===== src/rroh_pkg.sv =====
// Behaviour
// - Control starts and stops by host command or by event input.
// - Power-up policy codes: 0 continue, 1 stop, 2 manual; default continue.
// - The power-up policy is applied equally after a software reset.
// - Policy and control method may only be written while stopped.
// - A new policy value acts only at the next restart.
// - Restart keeps or forces run/stop and auto/manual per policy; ON/OFF restores auto.
// - Continue, prior auto, restored run: output starts from its initial value.
// - Continue, prior auto, restored stop: output starts from the stop-state value.
// - Stop or manual policy, prior auto: output starts from the stop-state value.
// - PID with prior manual keeps its previous output under every policy.
// - ON/OFF restart output is fully off or fully on, fully off under stop.
// - Control method codes: 0 two-degree PID, 1 ON/OFF; default PID.
// - ON/OFF output switches off once temperature reaches the set point.
// - Output switches on again only below set point minus heating hysteresis.
// - Direct/reverse setting chooses whether the standard ON/OFF drive rises or falls with temperature.
// - Heating and cooling hysteresis each range 0.1 to 999.9, default 1.0.
// - Standard single output always uses the heating hysteresis.
// - Cooling hysteresis matters only in heating/cooling mode.
// - Hysteresis acts only under ON/OFF control, not under PID.
// - Zero decimal places is taken as one decimal place for hysteresis.
// - Heating/cooling ON/OFF has a dead band where both outputs stay off.
package rroh_pkg;
    // Register byte addresses
    localparam logic [7:0] ADDR_CTRL   = 8'h00;
    localparam logic [7:0] ADDR_CFG    = 8'h04;
    localparam logic [7:0] ADDR_HYST   = 8'h08;
    localparam logic [7:0] ADDR_SP     = 8'h0c;
    localparam logic [7:0] ADDR_DB     = 8'h10;
    localparam logic [7:0] ADDR_MVSTOP = 8'h14;
    localparam logic [7:0] ADDR_MV     = 8'h18;
    localparam logic [7:0] ADDR_STATUS = 8'h1c;
    // Control register bits
    localparam int CTRL_START_BIT  = 0;
    localparam int CTRL_STOP_BIT   = 1;
    localparam int CTRL_MANUAL_BIT = 2;
    localparam int CTRL_SRST_BIT   = 3;
    // Configuration register fields
    localparam int CFG_POL_LSB    = 0;
    localparam int CFG_METHOD_BIT = 4;
    localparam int CFG_DIRECT_BIT = 5;
    localparam int CFG_HC_BIT     = 6;
    // Status register fields
    localparam int ST_RUN_BIT    = 0;
    localparam int ST_MANUAL_BIT = 1;
    localparam int ST_HEAT_BIT   = 2;
    localparam int ST_COOL_BIT   = 3;
    localparam int ST_POL_LSB    = 4;
    localparam int ST_MV_LSB     = 16;
    // Power-up policy codes
    localparam logic [1:0] POL_CONTINUE = 2'h0;
    localparam logic [1:0] POL_STOP     = 2'h1;
    localparam logic [1:0] POL_MANUAL   = 2'h2;
    localparam logic [1:0] POL_RST      = 2'h0;
    // Control method codes
    localparam logic METHOD_PID   = 1'b0;
    localparam logic METHOD_ONOFF = 1'b1;
    localparam logic METHOD_RST   = 1'b0;
    // Hysteresis in tenths of an engineering unit
    localparam logic [15:0] HYST_MIN = 16'h0001;
    localparam logic [15:0] HYST_MAX = 16'h270f;
    localparam logic [15:0] HYST_RST = 16'h000a;
    // Output in tenths of a percent
    localparam logic [9:0] MV_FULL = 10'h3e8;
    localparam logic [9:0] MV_OFF  = 10'h000;
    localparam logic [9:0] MV_INIT = 10'h000;
    // Scale applied to process values when no decimal place is set
    localparam logic signed [20:0] DP_ZERO_SCALE = 21'sh00000a;
endpackage : rroh_pkg


===== src/rroh_onoff_cell.sv =====
`timescale 1ns/1ns
module rroh_onoff_cell
(
    // Process and threshold
    input  wire logic signed [15:0] pv_i,
    input  wire logic signed [16:0] thr_i,
    input  wire logic        [15:0] hyst_i,
    input  wire logic        [1:0]  dp_i,
    // Action and present state
    input  wire logic               direct_i,
    input  wire logic               state_i,
    // Decision
    output logic                    off_o,
    output logic                    on_o,
    output logic                    nxt_o
);
    logic signed [20:0] pv_s;
    logic signed [20:0] thr_s;
    logic signed [20:0] hy_s;

    always_comb
    begin
        pv_s  = 21'(pv_i);
        thr_s = 21'(thr_i);
        hy_s  = $signed({5'h00, hyst_i});
        // Hysteresis always carries one decimal place
        if (dp_i == 2'h0)
        begin
            pv_s  = 21'(pv_s * rroh_pkg::DP_ZERO_SCALE);
            thr_s = 21'(thr_s * rroh_pkg::DP_ZERO_SCALE);
        end
        if (direct_i)
        begin
            off_o = (pv_s <= thr_s);
            on_o  = (pv_s > 21'(thr_s + hy_s));
        end
        else
        begin
            off_o = (pv_s >= thr_s);
            on_o  = (pv_s < 21'(thr_s - hy_s));
        end
        if (off_o)
            nxt_o = 1'b0;
        else if (on_o)
            nxt_o = 1'b1;
        else
            nxt_o = state_i;
    end
endmodule : rroh_onoff_cell


===== src/rroh_restore.sv =====
`timescale 1ns/1ns
module rroh_restore
(
    // Policy and method
    input  wire logic [1:0] policy_i,
    input  wire logic       method_i,
    // State before the restart
    input  wire logic       run_i,
    input  wire logic       manual_i,
    input  wire logic [9:0] mv_i,
    input  wire logic [9:0] mv_stop_i,
    input  wire logic       heat_i,
    input  wire logic       cool_i,
    // Restored state
    output logic            run_o,
    output logic            manual_o,
    output logic [9:0]      mv_o,
    output logic            heat_o,
    output logic            cool_o
);
    always_comb
    begin
        run_o    = (policy_i == rroh_pkg::POL_STOP) ? 1'b0 : run_i;
        manual_o = (policy_i == rroh_pkg::POL_MANUAL) ? 1'b1 : manual_i;
        heat_o   = 1'b0;
        cool_o   = 1'b0;
        if (method_i == rroh_pkg::METHOD_ONOFF)
        begin
            manual_o = 1'b0;
            if (policy_i == rroh_pkg::POL_CONTINUE && run_i)
            begin
                heat_o = heat_i;
                cool_o = cool_i;
            end
            mv_o = heat_o ? rroh_pkg::MV_FULL : rroh_pkg::MV_OFF;
        end
        else if (manual_i)
            mv_o = mv_i;
        else if (policy_i == rroh_pkg::POL_CONTINUE && run_o)
            mv_o = rroh_pkg::MV_INIT;
        else
            mv_o = mv_stop_i;
    end
endmodule : rroh_restore


===== src/rroh_ctrl.sv =====
// The register addresses and the Wishbone slave port were decided locally.
`timescale 1ns/1ns
module rroh_ctrl
(
    // Clock and reset
    input  wire logic               clk_i,
    input  wire logic               rst_i,
    // Wishbone slave
    input  wire logic               wb_cyc_i,
    input  wire logic               wb_stb_i,
    input  wire logic               wb_we_i,
    input  wire logic [7:0]         wb_adr_i,
    input  wire logic [3:0]         wb_sel_i,
    input  wire logic [31:0]        wb_dat_i,
    output logic      [31:0]        wb_dat_o,
    output logic                    wb_ack_o,
    // Event inputs
    input  wire logic               ev_start_i,
    input  wire logic               ev_stop_i,
    // Process side
    input  wire logic signed [15:0] pv_i,
    input  wire logic        [1:0]  dp_i,
    input  wire logic        [9:0]  pid_mv_i,
    // Control state and outputs
    output logic                    run_o,
    output logic                    manual_o,
    output logic      [9:0]         manipulated_variable_o,
    output logic                    heat_o,
    output logic                    cool_o
);
    typedef struct packed {
        logic        ack;
        logic [31:0] rdat;
        logic        restore;
        logic        run;
        logic        manual;
        logic [9:0]  mv;
        logic        heat;
        logic        cool;
        logic [1:0]  pol_pend;
        logic [1:0]  pol_act;
        logic        method;
        logic        direct;
        logic        hc_mode;
        logic [15:0] hyst_h;
        logic [15:0] hyst_c;
        logic [15:0] sp;
        logic [15:0] db;
        logic [9:0]  mv_stop;
    } rroh_state_t;

    rroh_state_t        st_ff;
    rroh_state_t        nxt_st;
    logic               req;
    logic               wr;
    logic [31:0]        wval;
    logic [31:0]        rval;
    logic               onoff;
    logic signed [16:0] thr_h;
    logic signed [16:0] thr_c;
    logic               h_off;
    logic               h_on;
    logic               h_nxt;
    logic               c_off;
    logic               c_on;
    logic               c_nxt;
    logic               r_run;
    logic               r_manual;
    logic [9:0]         r_mv;
    logic               r_heat;
    logic               r_cool;
    logic               cmd_start;
    logic               cmd_stop;

    function automatic logic [31:0] rroh_merge(input logic [31:0] old_v,
                                               input logic [31:0] new_v,
                                               input logic [3:0]  sel);
        logic [31:0] res;
        res = old_v;
        for (int i = 0; i < 4; i++)
        begin
            if (sel[i])
                res[i*8 +: 8] = new_v[i*8 +: 8];
        end
        return res;
    endfunction : rroh_merge

    assign onoff = (st_ff.method == rroh_pkg::METHOD_ONOFF);
    // Dead band shifts the two thresholds apart in heating/cooling mode
    assign thr_h = st_ff.hc_mode ? 17'($signed(st_ff.sp) - $signed({1'b0, st_ff.db}))
                                 : 17'($signed(st_ff.sp));
    assign thr_c = 17'($signed(st_ff.sp) + $signed({1'b0, st_ff.db}));

    rroh_onoff_cell u_heat
    (
        .pv_i     (pv_i),
        .thr_i    (thr_h),
        .hyst_i   (st_ff.hyst_h),
        .dp_i     (dp_i),
        .direct_i (st_ff.hc_mode ? 1'b0 : st_ff.direct),
        .state_i  (st_ff.heat),
        .off_o    (h_off),
        .on_o     (h_on),
        .nxt_o    (h_nxt)
    );

    rroh_onoff_cell u_cool
    (
        .pv_i     (pv_i),
        .thr_i    (thr_c),
        .hyst_i   (st_ff.hyst_c),
        .dp_i     (dp_i),
        .direct_i (1'b1),
        .state_i  (st_ff.cool),
        .off_o    (c_off),
        .on_o     (c_on),
        .nxt_o    (c_nxt)
    );

    rroh_restore u_restore
    (
        .policy_i  (st_ff.pol_pend),
        .method_i  (st_ff.method),
        .run_i     (st_ff.run),
        .manual_i  (st_ff.manual),
        .mv_i      (st_ff.mv),
        .mv_stop_i (st_ff.mv_stop),
        .heat_i    (st_ff.heat),
        .cool_i    (st_ff.cool),
        .run_o     (r_run),
        .manual_o  (r_manual),
        .mv_o      (r_mv),
        .heat_o    (r_heat),
        .cool_o    (r_cool)
    );

    assign req  = wb_cyc_i & wb_stb_i;
    // Writes land on the edge at which the master sees ack
    assign wr   = req & wb_we_i & st_ff.ack;
    assign wval = rroh_merge(rval, wb_dat_i, wb_sel_i);

    always_comb
    begin
        rval = 32'h0000_0000;
        case (wb_adr_i)
            rroh_pkg::ADDR_CTRL:
                rval[rroh_pkg::CTRL_MANUAL_BIT] = st_ff.manual;
            rroh_pkg::ADDR_CFG:
            begin
                rval[rroh_pkg::CFG_POL_LSB +: 2] = st_ff.pol_pend;
                rval[rroh_pkg::CFG_METHOD_BIT]   = st_ff.method;
                rval[rroh_pkg::CFG_DIRECT_BIT]   = st_ff.direct;
                rval[rroh_pkg::CFG_HC_BIT]       = st_ff.hc_mode;
            end
            rroh_pkg::ADDR_HYST:   rval = {st_ff.hyst_c, st_ff.hyst_h};
            rroh_pkg::ADDR_SP:     rval[15:0] = st_ff.sp;
            rroh_pkg::ADDR_DB:     rval[15:0] = st_ff.db;
            rroh_pkg::ADDR_MVSTOP: rval[9:0] = st_ff.mv_stop;
            rroh_pkg::ADDR_MV:     rval[9:0] = st_ff.mv;
            rroh_pkg::ADDR_STATUS:
            begin
                rval[rroh_pkg::ST_RUN_BIT]     = st_ff.run;
                rval[rroh_pkg::ST_MANUAL_BIT]  = st_ff.manual;
                rval[rroh_pkg::ST_HEAT_BIT]    = st_ff.heat;
                rval[rroh_pkg::ST_COOL_BIT]    = st_ff.cool;
                rval[rroh_pkg::ST_POL_LSB +: 2] = st_ff.pol_act;
                rval[rroh_pkg::ST_MV_LSB +: 10] = st_ff.mv;
            end
            default: rval = 32'h0000_0000;
        endcase
    end

    always_comb
    begin
        nxt_st      = st_ff;
        nxt_st.ack  = req & ~st_ff.ack;
        nxt_st.rdat = (req & ~st_ff.ack & ~wb_we_i) ? rval : 32'h0000_0000;
        cmd_start   = ev_start_i;
        cmd_stop    = ev_stop_i;
        if (wr && wb_adr_i == rroh_pkg::ADDR_CTRL && wb_sel_i[0])
        begin
            cmd_start = cmd_start | wb_dat_i[rroh_pkg::CTRL_START_BIT];
            cmd_stop  = cmd_stop | wb_dat_i[rroh_pkg::CTRL_STOP_BIT];
        end
        if (st_ff.restore)
        begin
            // Restart applies the policy held at this moment
            nxt_st.restore = 1'b0;
            nxt_st.pol_act = st_ff.pol_pend;
            nxt_st.run     = r_run;
            nxt_st.manual  = r_manual;
            nxt_st.mv      = r_mv;
            nxt_st.heat    = r_heat;
            nxt_st.cool    = r_cool;
        end
        else
        begin
            if (cmd_stop)
                nxt_st.run = 1'b0;
            else if (cmd_start)
                nxt_st.run = 1'b1;
            if (wr && wb_adr_i == rroh_pkg::ADDR_CTRL && wb_sel_i[0])
            begin
                nxt_st.manual  = wval[rroh_pkg::CTRL_MANUAL_BIT];
                nxt_st.restore = wval[rroh_pkg::CTRL_SRST_BIT];
            end
            if (wr && wb_adr_i == rroh_pkg::ADDR_CFG && !st_ff.run)
            begin
                if (wval[rroh_pkg::CFG_POL_LSB +: 2] <= rroh_pkg::POL_MANUAL)
                    nxt_st.pol_pend = wval[rroh_pkg::CFG_POL_LSB +: 2];
                nxt_st.method  = wval[rroh_pkg::CFG_METHOD_BIT];
                nxt_st.direct  = wval[rroh_pkg::CFG_DIRECT_BIT];
                nxt_st.hc_mode = wval[rroh_pkg::CFG_HC_BIT];
            end
            if (wr && wb_adr_i == rroh_pkg::ADDR_HYST)
            begin
                if (wval[15:0] >= rroh_pkg::HYST_MIN && wval[15:0] <= rroh_pkg::HYST_MAX)
                    nxt_st.hyst_h = wval[15:0];
                if (wval[31:16] >= rroh_pkg::HYST_MIN && wval[31:16] <= rroh_pkg::HYST_MAX)
                    nxt_st.hyst_c = wval[31:16];
            end
            if (wr && wb_adr_i == rroh_pkg::ADDR_SP)
                nxt_st.sp = wval[15:0];
            if (wr && wb_adr_i == rroh_pkg::ADDR_DB)
                nxt_st.db = wval[15:0];
            if (wr && wb_adr_i == rroh_pkg::ADDR_MVSTOP && wval[9:0] <= rroh_pkg::MV_FULL)
                nxt_st.mv_stop = wval[9:0];
            // ON/OFF switching only while running under ON/OFF
            if (st_ff.run && onoff)
            begin
                nxt_st.heat = h_nxt;
                nxt_st.cool = st_ff.hc_mode ? c_nxt : 1'b0;
            end
            else
            begin
                nxt_st.heat = 1'b0;
                nxt_st.cool = 1'b0;
            end
            if (onoff)
                nxt_st.mv = nxt_st.heat ? rroh_pkg::MV_FULL : rroh_pkg::MV_OFF;
            else if (st_ff.manual)
            begin
                if (wr && wb_adr_i == rroh_pkg::ADDR_MV && wval[9:0] <= rroh_pkg::MV_FULL)
                    nxt_st.mv = wval[9:0];
            end
            else if (st_ff.run)
                nxt_st.mv = pid_mv_i;
            else
                nxt_st.mv = st_ff.mv_stop;
        end
    end

    always_ff @(posedge clk_i)
    begin
        if (rst_i)
        begin
            st_ff          <= '0;
            st_ff.restore  <= 1'b1;
            st_ff.pol_pend <= rroh_pkg::POL_RST;
            st_ff.pol_act  <= rroh_pkg::POL_RST;
            st_ff.method   <= rroh_pkg::METHOD_RST;
            st_ff.hyst_h   <= rroh_pkg::HYST_RST;
            st_ff.hyst_c   <= rroh_pkg::HYST_RST;
        end
        else
        begin
            st_ff <= nxt_st;
        end
    end

    assign wb_dat_o               = st_ff.rdat;
    assign wb_ack_o               = st_ff.ack;
    assign run_o                  = st_ff.run;
    assign manual_o               = st_ff.manual;
    assign manipulated_variable_o = st_ff.mv;
    assign heat_o                 = st_ff.heat;
    assign cool_o                 = st_ff.cool;

    a_cfg_locked: assert property (@(posedge clk_i) disable iff (rst_i)
        (wr && wb_adr_i == rroh_pkg::ADDR_CFG && st_ff.run && !st_ff.restore)
        |=> ($stable(st_ff.method) && $stable(st_ff.pol_pend)))
        else $error("config changed while running");

    a_pol_deferred: assert property (@(posedge clk_i) disable iff (rst_i)
        !$stable(st_ff.pol_act) |-> $past(st_ff.restore))
        else $error("applied policy changed outside a restart");

    a_pid_quiet: assert property (@(posedge clk_i) disable iff (rst_i)
        (!onoff && !st_ff.restore) |=> (!st_ff.heat && !st_ff.cool))
        else $error("output switched under PID");

    a_heat_off: assert property (@(posedge clk_i) disable iff (rst_i)
        (st_ff.run && onoff && !st_ff.restore && h_off) |=> !st_ff.heat)
        else $error("output not off at set point");

    a_heat_on: assert property (@(posedge clk_i) disable iff (rst_i)
        (st_ff.run && onoff && !st_ff.restore && h_on && !h_off) |=> st_ff.heat)
        else $error("output not on below hysteresis");

    a_band_hold: assert property (@(posedge clk_i) disable iff (rst_i)
        (st_ff.run && onoff && !st_ff.restore && !h_on && !h_off && !cmd_stop)
        |=> $stable(st_ff.heat))
        else $error("output changed inside hysteresis band");

    a_stop_forced: assert property (@(posedge clk_i) disable iff (rst_i)
        (st_ff.restore && st_ff.pol_pend == rroh_pkg::POL_STOP) |=> !st_ff.run)
        else $error("stop policy left control running");

    a_onoff_auto: assert property (@(posedge clk_i) disable iff (rst_i)
        (st_ff.restore && onoff) |=> (!st_ff.manual && st_ff.pol_act == $past(st_ff.pol_pend)))
        else $error("ON/OFF restart not in auto");

    a_manual_mv: assert property (@(posedge clk_i) disable iff (rst_i)
        (st_ff.restore && !onoff && st_ff.manual) |=> $stable(st_ff.mv))
        else $error("manual output lost on restart");

    a_cool_unused: assert property (@(posedge clk_i) disable iff (rst_i)
        (!st_ff.hc_mode && !st_ff.restore) |=> !st_ff.cool)
        else $error("cooling output active in standard mode");

    a_cool_off: assert property (@(posedge clk_i) disable iff (rst_i)
        (st_ff.run && onoff && st_ff.hc_mode && !st_ff.restore && c_off) |=> !st_ff.cool)
        else $error("cooling output not off inside dead band");

    a_cool_on: assert property (@(posedge clk_i) disable iff (rst_i)
        (st_ff.run && onoff && st_ff.hc_mode && !st_ff.restore && c_on && !c_off)
        |=> st_ff.cool)
        else $error("cooling output not on above its hysteresis");
endmodule : rroh_ctrl


===== config.mk =====
export PLATFORM = sky130hd
export DESIGN_NAME = rroh_ctrl
export DESIGN_NICKNAME = d
export VERILOG_FILES = /design/src/rroh_pkg.sv /design/src/rroh_onoff_cell.sv /design/src/rroh_restore.sv /design/src/rroh_ctrl.sv
export SDC_FILE = /design/constraint.sdc
export NUM_CORES = 1
export LEC_CHECK = 0
export ABC_AREA = 0
export ABC_CLOCK_PERIOD_IN_PS = 16600
export BUFFER_PORTS_ARGS = -buffer_cell sky130_fd_sc_hd__buf_2
export CAP_MARGIN = 5
export CORE_UTILIZATION = 30
export CTS_CLUSTER_DIAMETER = 40
export DETAILED_ROUTE_END_ITERATION = 8
export SLEW_MARGIN = 25
export SYNTH_ARGS = -nofsm -noshare
export SYNTH_HDL_FRONTEND = slang
export SYNTH_SLANG_ARGS = --single-unit

===== constraint.sdc =====
create_clock -name clk_i -period 16.6 [get_ports clk_i]
set_input_delay 1.66 -clock clk_i [delete_from_list [all_inputs] [get_ports clk_i]]
set_output_delay 1.66 -clock clk_i [all_outputs]
set_load 0.02 [all_outputs]

# --- Word level (Yosys, flattened, before mapping) ---
# Cells that the tools add are included.
word_totals:
  elab_cells: 147
  out_inout_bits: 47
  regBits: 129
  input_bits: 79
op_classes:
  eq_ne: 14
  muxes: 51
  n_bitwise: 11
  reduce_logical: 33
  n_mul: 3
  n_lt_le_gt_ge: 12
  n_addsub: 5
op_table:
  columns: ["op", "count"]
  rows:
  - ["10-bit 2-to-1 mux", 9]
  - ["21-bit 2-to-1 mux", 3]
  - ["21-bit by 17-bit adder with 21-bit output", 2]
  - ["21-bit > comparator", 2]
  - ["21-bit less-or-equal comparator", 2]
  - ["17-bit by 4-bit multiplier with 20-bit output (second input constant)", 2]
  - ["8-bit by 5-bit equality test with 1-bit output (second input constant)", 4]
  - ["16-bit by 1-bit greater-or-equal comparator with 1-bit output (second input constant)", 2]
  - ["16-bit by 14-bit less-or-equal comparator with 1-bit output (second input constant)", 2]
  - ["8-bit 2-to-1 mux", 4]
  - ["2-bit one-hot mux with 7 select lines", 2]
  - ["1-bit 2-to-1 mux", 22]
  - ["21-bit greater-or-equal comparator", 1]
  - ["21-bit less-than comparator", 1]
  - ["21-bit by 17-bit subtractor with 21-bit output", 1]
  - ["16-bit by 4-bit multiplier with 20-bit output (second input constant)", 1]
  - ["10-bit one-hot mux with 2 select lines", 1]
  - ["6-bit one-hot mux with 3 select lines", 1]
  - ["16-bit by 17-bit adder with 17-bit output", 1]
  - ["17-bit 2-to-1 mux", 1]
  - ["16-bit by 17-bit subtractor with 17-bit output", 1]
  - ["8-bit by 4-bit equality test with 1-bit output (second input constant)", 2]
  - ["1-bit logical AND", 16]
  - ["15-bit 2-to-1 mux", 1]
  - ["24 further kinds", 45]

# --- Logic depth before layout (Yosys ltp) ---
# Gate-level depths: netlist of the first run.
logic_depth:
  word_depth: 14
  ltp_mapped: 38
  ltp_nobuf: 38

# --- Modules after synthesis ---
# Synthesis of the first run repeated with hierarchy kept, for this count alone.
unflattened:
  cells_unflattened: 2538
  area_unflattened_um2: 19483.7
by_module_without_submodules:
  columns: ["mod", "area_per_inst_um2", "cells_per_inst", "seq_area_each_um2", "n_inst"]
  rows:
  - ["rroh_ctrl", 8575.7, 1053, 2582.5, 1]
  - ["rroh_onoff_cell (u_cool)", 5380.2, 732, 0.0, 1]
  - ["rroh_onoff_cell (u_heat)", 5290.1, 714, 0.0, 1]
  - ["rroh_restore", 237.7, 39, 0.0, 1]

# --- Least setup slack after synthesis of the first run ---
# OpenSTA, ideal clock, no wires.
synth_path:
  path_kind: "flip-flop to flip-flop"
  start: "register st_ff[11] (netlist bit)"
  end: "register st_ff, in the netlist manipulated_variable_o[3]"
  setup_slack_ps: 9062
  period_less_slack_ps: 7538
  required_ps: 16454
  stages_incl_launch_ff: 38
  setup_ps: 146
  arrival_ps: 7392
  path_buffers: 1
  cell_sequence: "dfxtp_1 -> inv_1 -> ha_1 -> nor2b_1 -> o21ai_0 -> a21boi_0 -> o21ai_0 -> nand2b_1 -> xor2_1 -> mux2_2 -> ha_1 -> ha_1 -> a21o_1 -> a21oi_1 -> xnor2_1 -> nand2_1 -> nand2_1 -> ha_1 -> [... 2 more ...] -> a2111oi_0 -> o311ai_1 -> a31oi_1 -> nor2_1 -> o21ba_1 -> o41a_1 -> a211oi_1 -> nor2_1 -> xor2_1 -> ha_1 -> a21o_1 -> a21o_1 -> a211oi_1 -> o21ai_0 -> xnor2_1 -> a32o_1 -> a32oi_1 -> a311oi_1"
synth_via:
  elab_chain_cells: 14
  word_cells_on_any_way: 25
  cone_classes: "add/sub: 3; mul: 1; order compare: 5; eq/ne: 1; mux: 13; reduce/logical: 2"
synth_lines:
  columns: ["element", "line_no", "source"]
  rows:
  - ["start, declared", "rroh_ctrl.sv:52", "rroh_state_t st_ff;"]
  - ["start signal, assigned", "rroh_ctrl.sv:267", "st_ff <= nxt_st;"]
  - ["16-bit by 17-bit subtractor with 17-bit output", "rroh_ctrl.sv:90", "assign thr_h = st_ff.hc_mode ? 17'($signed(st_ff.sp) - $signed({1'b0, st_ff.db}))"]
  - ["17-bit 2-to-1 mux", "rroh_ctrl.sv:90", null]
  - ["17-bit by 4-bit multiplier with 20-bit output", "rroh_onoff_cell.sv:30", "thr_s = 21'(thr_s * rroh_pkg::DP_ZERO_SCALE);"]
  - ["21-bit 2-to-1 mux", "rroh_onoff_cell.sv:27", "if (dp_i == 2'h0)"]
  - ["21-bit by 17-bit subtractor with 21-bit output / 21-bit by 17-bit adder with 21-bit output (equally long branches)", "rroh_onoff_cell.sv:40, rroh_onoff_cell.sv:35", null]
  - ["21-bit less-than comparator / 21-bit > comparator (equally long branches)", "rroh_onoff_cell.sv:40, rroh_onoff_cell.sv:35", null]
  - ["1-bit 2-to-1 mux", "rroh_onoff_cell.sv:32", "if (direct_i)"]
  - ["1-bit 2-to-1 mux", "rroh_onoff_cell.sv:44", "else if (on_o)"]
  - ["1-bit 2-to-1 mux", "rroh_onoff_cell.sv:42", "if (off_o)"]
  - ["2-bit 2-to-1 mux", "rroh_ctrl.sv:229", "if (st_ff.run && onoff)"]
  - ["2-bit 2-to-1 mux", "rroh_ctrl.sv:185", "if (st_ff.restore)"]
  - ["10-bit 2-to-1 mux", "rroh_ctrl.sv:240", "nxt_st.mv = nxt_st.heat ? rroh_pkg::MV_FULL : rroh_pkg::MV_OFF;"]
  - ["10-bit 2-to-1 mux", "rroh_ctrl.sv:239", "if (onoff)"]
  - ["15-bit 2-to-1 mux", "rroh_ctrl.sv:185", null]
# Parallel ways exist; a longest one is shown, timed or not. The select of a mux whose other input is x is not followed.
# A chain may end at the register's enable or synchronous reset.

# --- Worst setup path in the final report of the first run ---
layout_path:
  start: "register st_ff[11] (netlist bit)"
  end: "register st_ff, in the netlist manipulated_variable_o[7]"
# The elaborated chain is that of the path after synthesis.

==> results of run 1 <==
[per-layer routing]
metal	vias to the layer above	track usage [%]
li1	7709	-
met1	7636	27.2
met2	540	30.1
met3	80	2.81
met4	0	4.23
met5	-	0
[stage by stage]
stage | worst slack, ps | cell area [um^2] | utilization [%] | hold WS (ps)
6_report | 7850 | 17900 | 33.8 | 484
2_1_floorplan | 9060 | 16300 | - | 446
3_3_place_gp | 8130 | 17300 | 32.6 | 461
5_1_grt | 7270 | 17900 | 33.8 | 510
3_5_place_dp | 7960 | 17300 | 32.6 | 473
4_1_cts | 7900 | 17900 | 33.7 | 483
[kinds of logic (layout without fill, tap and decap cells)]
logic type / Yosys count / after routing / share of synthesized area, %
buffers and inverters: 260 / 320 / 7.29
flip-flops: 129 / 129 / 15.9
AO/OA/AOI/OAI: 533 / 533 / 21.3
adder cells (fa/ha/maj): 284 / 284 / 22.2
multiplexers: 82 / 82 / 5.46
AND/OR/NAND/NOR: 748 / 748 / 21.8
XOR/XNOR: 113 / 113 / 6.08
[worst min-delay path by stage]
stage / to / cells past startpoint
after floorplan: st_ff[77]$_SDFFE_PP0P_ / 2
after global placement: st_ff[77]$_SDFFE_PP0P_ / 2
after detailed placement: st_ff[21]$_SDFFE_PP0P_ / 2
after CTS: st_ff[21]$_SDFFE_PP0P_ / 2
after global routing: st_ff[21]$_SDFFE_PP0P_ / 2
final: st_ff[21]$_SDFFE_PP0P_ / 2
[cell type report]
type / instances / share of cell area, %
Inverter: 133 / 2.79
Timing Repair Buffer: 155 / 4.79
Clock buffer: 17 / 2.37
Tap cell: 688 / 4.81
Sequential cell: 129 / 14.4
Multi-Input combinational cell: 1760 / 69.8
Clock inverter: 15 / 0.978
[worst max-delay path: cells and delay by family (launching register included)]
| kind | cells | cell delay, ps |
|---|---|---|
| xor+xnor | 2 | 290 |
| mux | 1 | 220 |
| buf+inv | 2 | 220 |
| flops | 1 | 430 |
| fa+ha+maj | 5 | 1710 |
| compound gates | 16 | 4620 |
| simple gates | 6 | 1070 |
[placed cells by master (no fill, tap or decap), types with 28 or more instances in the layout]
cell type / netlist / layout
mux2i_1: 61 / 61
nand2_1: 209 / 209
ha_1: 276 / 276
buf_4: 44 / 28
nand2b_1: 39 / 38
xor2_1: 35 / 35
inv_1: 132 / 132
buf_2: 12 / 125
nand3_1: 45 / 45
a21oi_1: 162 / 162
xnor2_1: 78 / 78
nor2_1: 229 / 228
nor2b_1: 41 / 41
o21ai_0: 81 / 81
dfxtp_1: 129 / 129
nor3_1: 62 / 62
a21o_1: 61 / 61
[power by group]
part / switching, mW / internal [mW] / leakage, nW
Clock: 0.167 / 0.226 / 0.291
Sequential: 0.00155 / 0.310 / 1.04
Combinational: 0.136 / 0.0947 / 6.75
Total: 0.304 / 0.631 / 8.08
==> reports/metrics.csv, run 1 <==
stage,metric,value,unit
critical_path,Critical Path Sink,manipulated_variable_o[7]$_SDFFE_PP0P_,
sta,clock period minus final worst setup slack,8750,ps
cts,Max Buffers Root-to-Sink,2,
critical_path,CP Capture Type,flip-flop,
detailed_routing,routed len/inst,18.7,um
finish,synthesis-to-layout area growth,10.1,%
detailed_routing,first drt pass iteration count,6,
cts,clk_lat worst skew,450,ps
finish,"Cell Count, Final, Fillers Out",2897,
global_route,first-pass GRT wire length,84.3,mm
floorplanning,die area,55200,um^2
yosys,"top cells by area, synth","ha_1 (21%), dfxtp_1 (16%), nor2_1 (5.3%)",
global_route,Total Routing Usage GR,19.1,%
cts,Root Driver,clkbuf_16,
critical_path,CP startpoint kind,flip-flop,
finish,multi-input logic area,12500,um^2
critical_path,Critical Path AT,9020,ps
cts,Worst-path clk slew,70,ps
critical_path,max incr delay on CP,870,ps
finish,most flop-heavy register,st_ff,
floorplanning,io pins,126,
detailed_routing,Final ANT Viol Nets,0,
critical_path,maximum fanout along the worst path,8,
critical_path,cell mode on critical path,ha_1,
finish,layout cells sized above 1,10.7,%
detailed_routing,metal2 WL,23.8,mm
yosys,"flops & latches, synth",129,
yosys,Yosys Warn Count,0,
sta,worst slew pin tran,952,ps
yosys,Synth Instances,2149,
cts,CTS tree,done,
cts,hold buffer count at cts,0,
floorplanning,die height,235,um
outcome,status,"complete, no violations",
yosys,commonest cells in the synthesized netlist,"ha_1 (276), nor2_1 (229), nand2_1 (209)",
floorplanning,core outline area,53100,um^2
global_route,initial antenna violation count,0,
sta,RSZ-0062 raised after global routing,no,
sta,final setup TNS,0,ps
yosys,post-synthesis sequential area ratio,15.9,%
sta,Max Clock Freq,114,MHz
yosys,syn_nets,2512,
floorplanning,initial core utilization,30.7,%
detailed_routing,top sig layer,met4,
critical_path,Crit path required time,16870,ps
global_route,vias in the first global route,15004,
finish,fill cell count,5617,
sta,worst rel slew slack,34.9,%
floorplanning,row cnt,84,
detailed_routing,M1 wire length,25.9,mm
cts,post-CTS setup buffers,0,
finish,max reg flops,81,
place,post-placement cell count,2865,
sta,# setup viols final,0,
worst_hold_path,Worst Hold Class,flip-flop to flip-flop,
global_route,gr ovfl total,0,
yosys,top-area cell type share of the netlist area,21.2,%
critical_path,CP max-delay cell,a2111oi_0,
cts,CTS-repair resized insts,0,
yosys,Cell variety after synth,87,
cts,clock sink count,129,
detailed_routing,Post-Route WL,54.2,mm
power_and_ir_drop,power density cells,52.2,nW/um^2
detailed_routing,Vias,15965,
finish,# nets final,2559,
critical_path,Crit. Startpoint,st_ff[11]$_SDFFE_PP0P_,
sta,Pins Over Slew Limit,0,
sta,Final Skew,23.9,ps
critical_path,Worst Reg-to-Reg Cells,32,
detailed_routing,metal3 WL,3.50,mm
place,hpwl dp,43.9,mm
critical_path,kind of critical path,flip-flop to flip-flop,
finish,Antenna Cells,0,
floorplanning,Die Width,235,um
cts,CTS Buf Count,17,
yosys,"EDFF count, synth",0,
yosys,Yosys top cell by area,ha_1,
detailed_routing,Vias/cell,5.51,
critical_path,flop2flop setup slack,7850,ps
global_route,largest net degree at the start of global routing,97,
power_and_ir_drop,P_leak,8.08,nW
yosys,Synth Flop Type,dfxtp_1,
finish,register area,2580,um^2
job,MaxCap Viol Count,0,
cts,Max H-tree Level,4,
detailed_routing,DRC,0,
place,RD Place Congestion,0.941,
sta,final hold violation count,0,
yosys,mean area per synthesized cell,7.57,um^2
critical_path,Critical R2R Capture,manipulated_variable_o[7]$_SDFFE_PP0P_,
detailed_routing,1st-iter DRT viols,1289,
yosys,most common cell in the netlist,ha_1,
sta,final worst-path cycle share,52.7,%
critical_path,Reg2Reg Launch Point,st_ff[11]$_SDFFE_PP0P_,
place,port bufs,125,
worst_hold_path,Hold Startpoint,st_ff[21]$_SDFFE_PP0P_,
yosys,Async SR Flop Fraction,0,%
yosys,synthesized cell area,16300,um^2
power_and_ir_drop,Tot Pwr,0.935,mW
power_and_ir_drop,"IR drop worst, VDD",0.0669,mV
No activity file was read; power rests on OpenSTA's default activity.
==> run 2, diff against run 1 <==
--- a/config.mk
+++ b/config.mk
@@ -6,7 +6,7 @@
 export NUM_CORES = 1
 export LEC_CHECK = 0
 export ABC_AREA = 0
-export ABC_CLOCK_PERIOD_IN_PS = 16600
+export ABC_CLOCK_PERIOD_IN_PS = 8150
 export BUFFER_PORTS_ARGS = -buffer_cell sky130_fd_sc_hd__buf_2
 export CAP_MARGIN = 5
 export CORE_UTILIZATION = 30
==> constraint.sdc (replaced) <==
create_clock -name clk_i -period 8.15 [get_ports clk_i]
set_input_delay 0.815 -clock clk_i [delete_from_list [all_inputs] [get_ports clk_i]]
set_output_delay 0.815 -clock clk_i [all_outputs]
set_load 0.02 [all_outputs]
==> run 2 against run 1 <==
Setup slack got worse by 7400 ps; critical path depth increased by 4; via count shrank 0.29%; clock-buffer cell count unchanged; global-route usage shrank 0.46 points; critical path type unchanged.
==> reports/metrics.csv, run 2 (synthesis gave the netlist of run 1 again) <==
stage,metric,value,unit
critical_path,maximum fanout along the worst path,7,
power_and_ir_drop,Tot Pwr,1.96,mW
sta,final setup TNS,0,ps
sta,# setup viols final,0,
sta,Final Skew,22.5,ps
critical_path,Worst Reg-to-Reg Cells,36,
finish,max reg flops,81,
floorplanning,row cnt,84,
critical_path,CP max-delay cell,fa_1,
sta,clock period minus final worst setup slack,7680,ps
critical_path,Crit path required time,8420,ps
floorplanning,die height,235,um
finish,"commonest non-fill, non-tap cells in the layout","ha_1 (273), nor2_1 (228), nand2_1 (209)",
job,MaxCap Viol Count,0,
detailed_routing,first drt pass iteration count,6,
cts,clock sink count,129,
sta,final setup margin,474,ps
finish,synthesis-to-layout area growth,11.8,%
finish,fill cell count,5572,
critical_path,CP Capture Type,flip-flop,
critical_path,max incr delay on CP,510,ps
cts,Worst-path clk slew,60,ps
sta,worst rel slew slack,31.9,%
power_and_ir_drop,"IR drop worst, VDD",0.133,mV
detailed_routing,Vias/cell,5.47,
floorplanning,core outline area,53100,um^2
critical_path,kind of critical path,flip-flop to flip-flop,
global_route,first-pass GRT wire length,82.0,mm
critical_path,Critical R2R Capture,manipulated_variable_o[7]$_SDFFE_PP0P_,
global_route,gr ovfl total,0,
critical_path,Reg2Reg Launch Point,st_ff[26]$_SDFFE_PP0P_,
critical_path,cell mode on critical path,ha_1,
detailed_routing,Post-Route WL,53.5,mm
detailed_routing,DRC,0,
place,Setup WS pre-CTS,219,ps
finish,fin util,34.3,%
power_and_ir_drop,P_leak,8.23,nW
place,port bufs,125,
cts,CTS Buf Count,17,
critical_path,flop2flop setup slack,470,ps
critical_path,CP startpoint kind,flip-flop,
worst_hold_path,Hold Startpoint,st_ff[77]$_SDFFE_PP0P_,
critical_path,worst path bufs/invs,3,
outcome,status,"complete, no violations",
place,RD Place Congestion,0.933,
finish,Antenna Cells,0,
finish,# nets final,2573,
power_and_ir_drop,power density cells,108,nW/um^2
place,post-placement cell count,2876,
floorplanning,Die Width,235,um
sta,final hold violation count,0,
finish,most flop-heavy register,st_ff,
cts,CTS tree,done,
floorplanning,io pins,126,
finish,"Cell Count, Final, Fillers Out",2910,
finish,layout cells sized above 1,12.1,%
cts,Max H-tree Level,4,
detailed_routing,Final ANT Viol Nets,0,
worst_hold_path,hold path endpoint,st_ff[77]$_SDFFE_PP0P_,
place,hpwl dp,43.7,mm
finish,multi-input logic area,12600,um^2
detailed_routing,routed len/inst,18.4,um
worst_hold_path,Hold Path Stages,2,
finish,register area,2580,um^2
detailed_routing,1st-iter DRT viols,1275,
cts,clk_lat worst skew,450,ps
sta,Pins Over Slew Limit,0,
finish,"commonest non-fill, non-tap cell in the layout",ha_1,
floorplanning,die area,55200,um^2
global_route,largest net degree at the start of global routing,63,
detailed_routing,Vias,15918,
sta,final worst-path cycle share,94.2,%
cts,Root Driver,clkbuf_16,
worst_hold_path,Worst Hold Class,flip-flop to flip-flop,
critical_path,Critical Path AT,7940,ps
critical_path,Top Family by Delay on Critical Path,compound AO/OA/AOI/OAI gates,
global_route,vias in the first global route,15068,
floorplanning,initial core utilization,30.7,%
sta,worst slew pin tran,1010,ps
cts,Max Buffers Root-to-Sink,2,
global_route,initial antenna violation count,0,
global_route,Total Routing Usage GR,18.6,%
sta,Max Clock Freq,130,MHz
[run 2: routing by layer]
layer | routed length [um] | share of wire [%] | vias to the layer above | track usage (%)
li1 | - | - | 7745 | -
met1 | 25600 | 48 | 7546 | 26.2
met2 | 23100 | 43 | 532 | 28.9
met3 | 3400 | 6.3 | 95 | 3.30
met4 | 1380 | 2.6 | 0 | 5.42
met5 | 0 | 0 | - | 0
[run 2: final cells by class]
type / count / area share (%)
inverter: 133 / 2.74
tap: 688 / 4.73
clock buffer: 17 / 2.34
multi-input combinational: 1760 / 69.4
clock inverter: 14 / 1.27
sequential: 129 / 14.2
timing repair buffer: 169 / 5.34
[run 2: timing repair]
action,4_1_cts,5_1_grt
resized for setup,0,28
hold buffers,0,0
setup buffers,0,3
setup endpoints to repair,0,8
[run 2: worst max-delay path by stage]
stage / start / end / slack, ps / cells after the start
5_1_grt: st_ff[12]$_SDFFE_PP0P_ / manipulated_variable_o[5]$_SDFFE_PP0P_ / -5 / 36
3_3_place_gp: st_ff[26]$_SDFFE_PP0P_ / manipulated_variable_o[5]$_SDFFE_PP0P_ / 380 / 36
6_report: st_ff[26]$_SDFFE_PP0P_ / manipulated_variable_o[7]$_SDFFE_PP0P_ / 470 / 36
3_5_place_dp: st_ff[11]$_SDFFE_PP0P_ / manipulated_variable_o[7]$_SDFFE_PP0P_ / 220 / 37
4_1_cts: st_ff[11]$_SDFFE_PP0P_ / manipulated_variable_o[7]$_SDFFE_PP0P_ / 170 / 37
2_1_floorplan: st_ff[11]$_SDFFE_PP0P_ / manipulated_variable_o[3]$_SDFFE_PP0P_ / 610 / 37
[run 2: worst register-to-register path: cells and delay by family (launching register included)]
kind                       cells  cell delay [ps]
muxes                          1              300
adders and majority gates      6             2080
buffers and inverters          3              310
xor gates and xnor gates       4              490
AOI/OAI and AO/OA             16             3370
DFF                            1              370
and+or+nand+nor                6              560
[run 2: metrics by stage]
stage	area (um^2)	hold slack, ps
3_5_place_dp	17400	473
6_report	18200	483
3_3_place_gp	17400	463
2_1_floorplan	16300	446
4_1_cts	18100	483
5_1_grt	18200	508
[run 2: power by group]
part | total (mW) | leakage (nW) | internal [mW] | switching, mW
clock network | 0.861 | 0.316 | 0.547 | 0.315
logic | 0.467 | 6.88 | 0.193 | 0.274
registers | 0.637 | 1.04 | 0.632 | 0.00510
total | 1.96 | 8.23 | 1.37 | 0.594
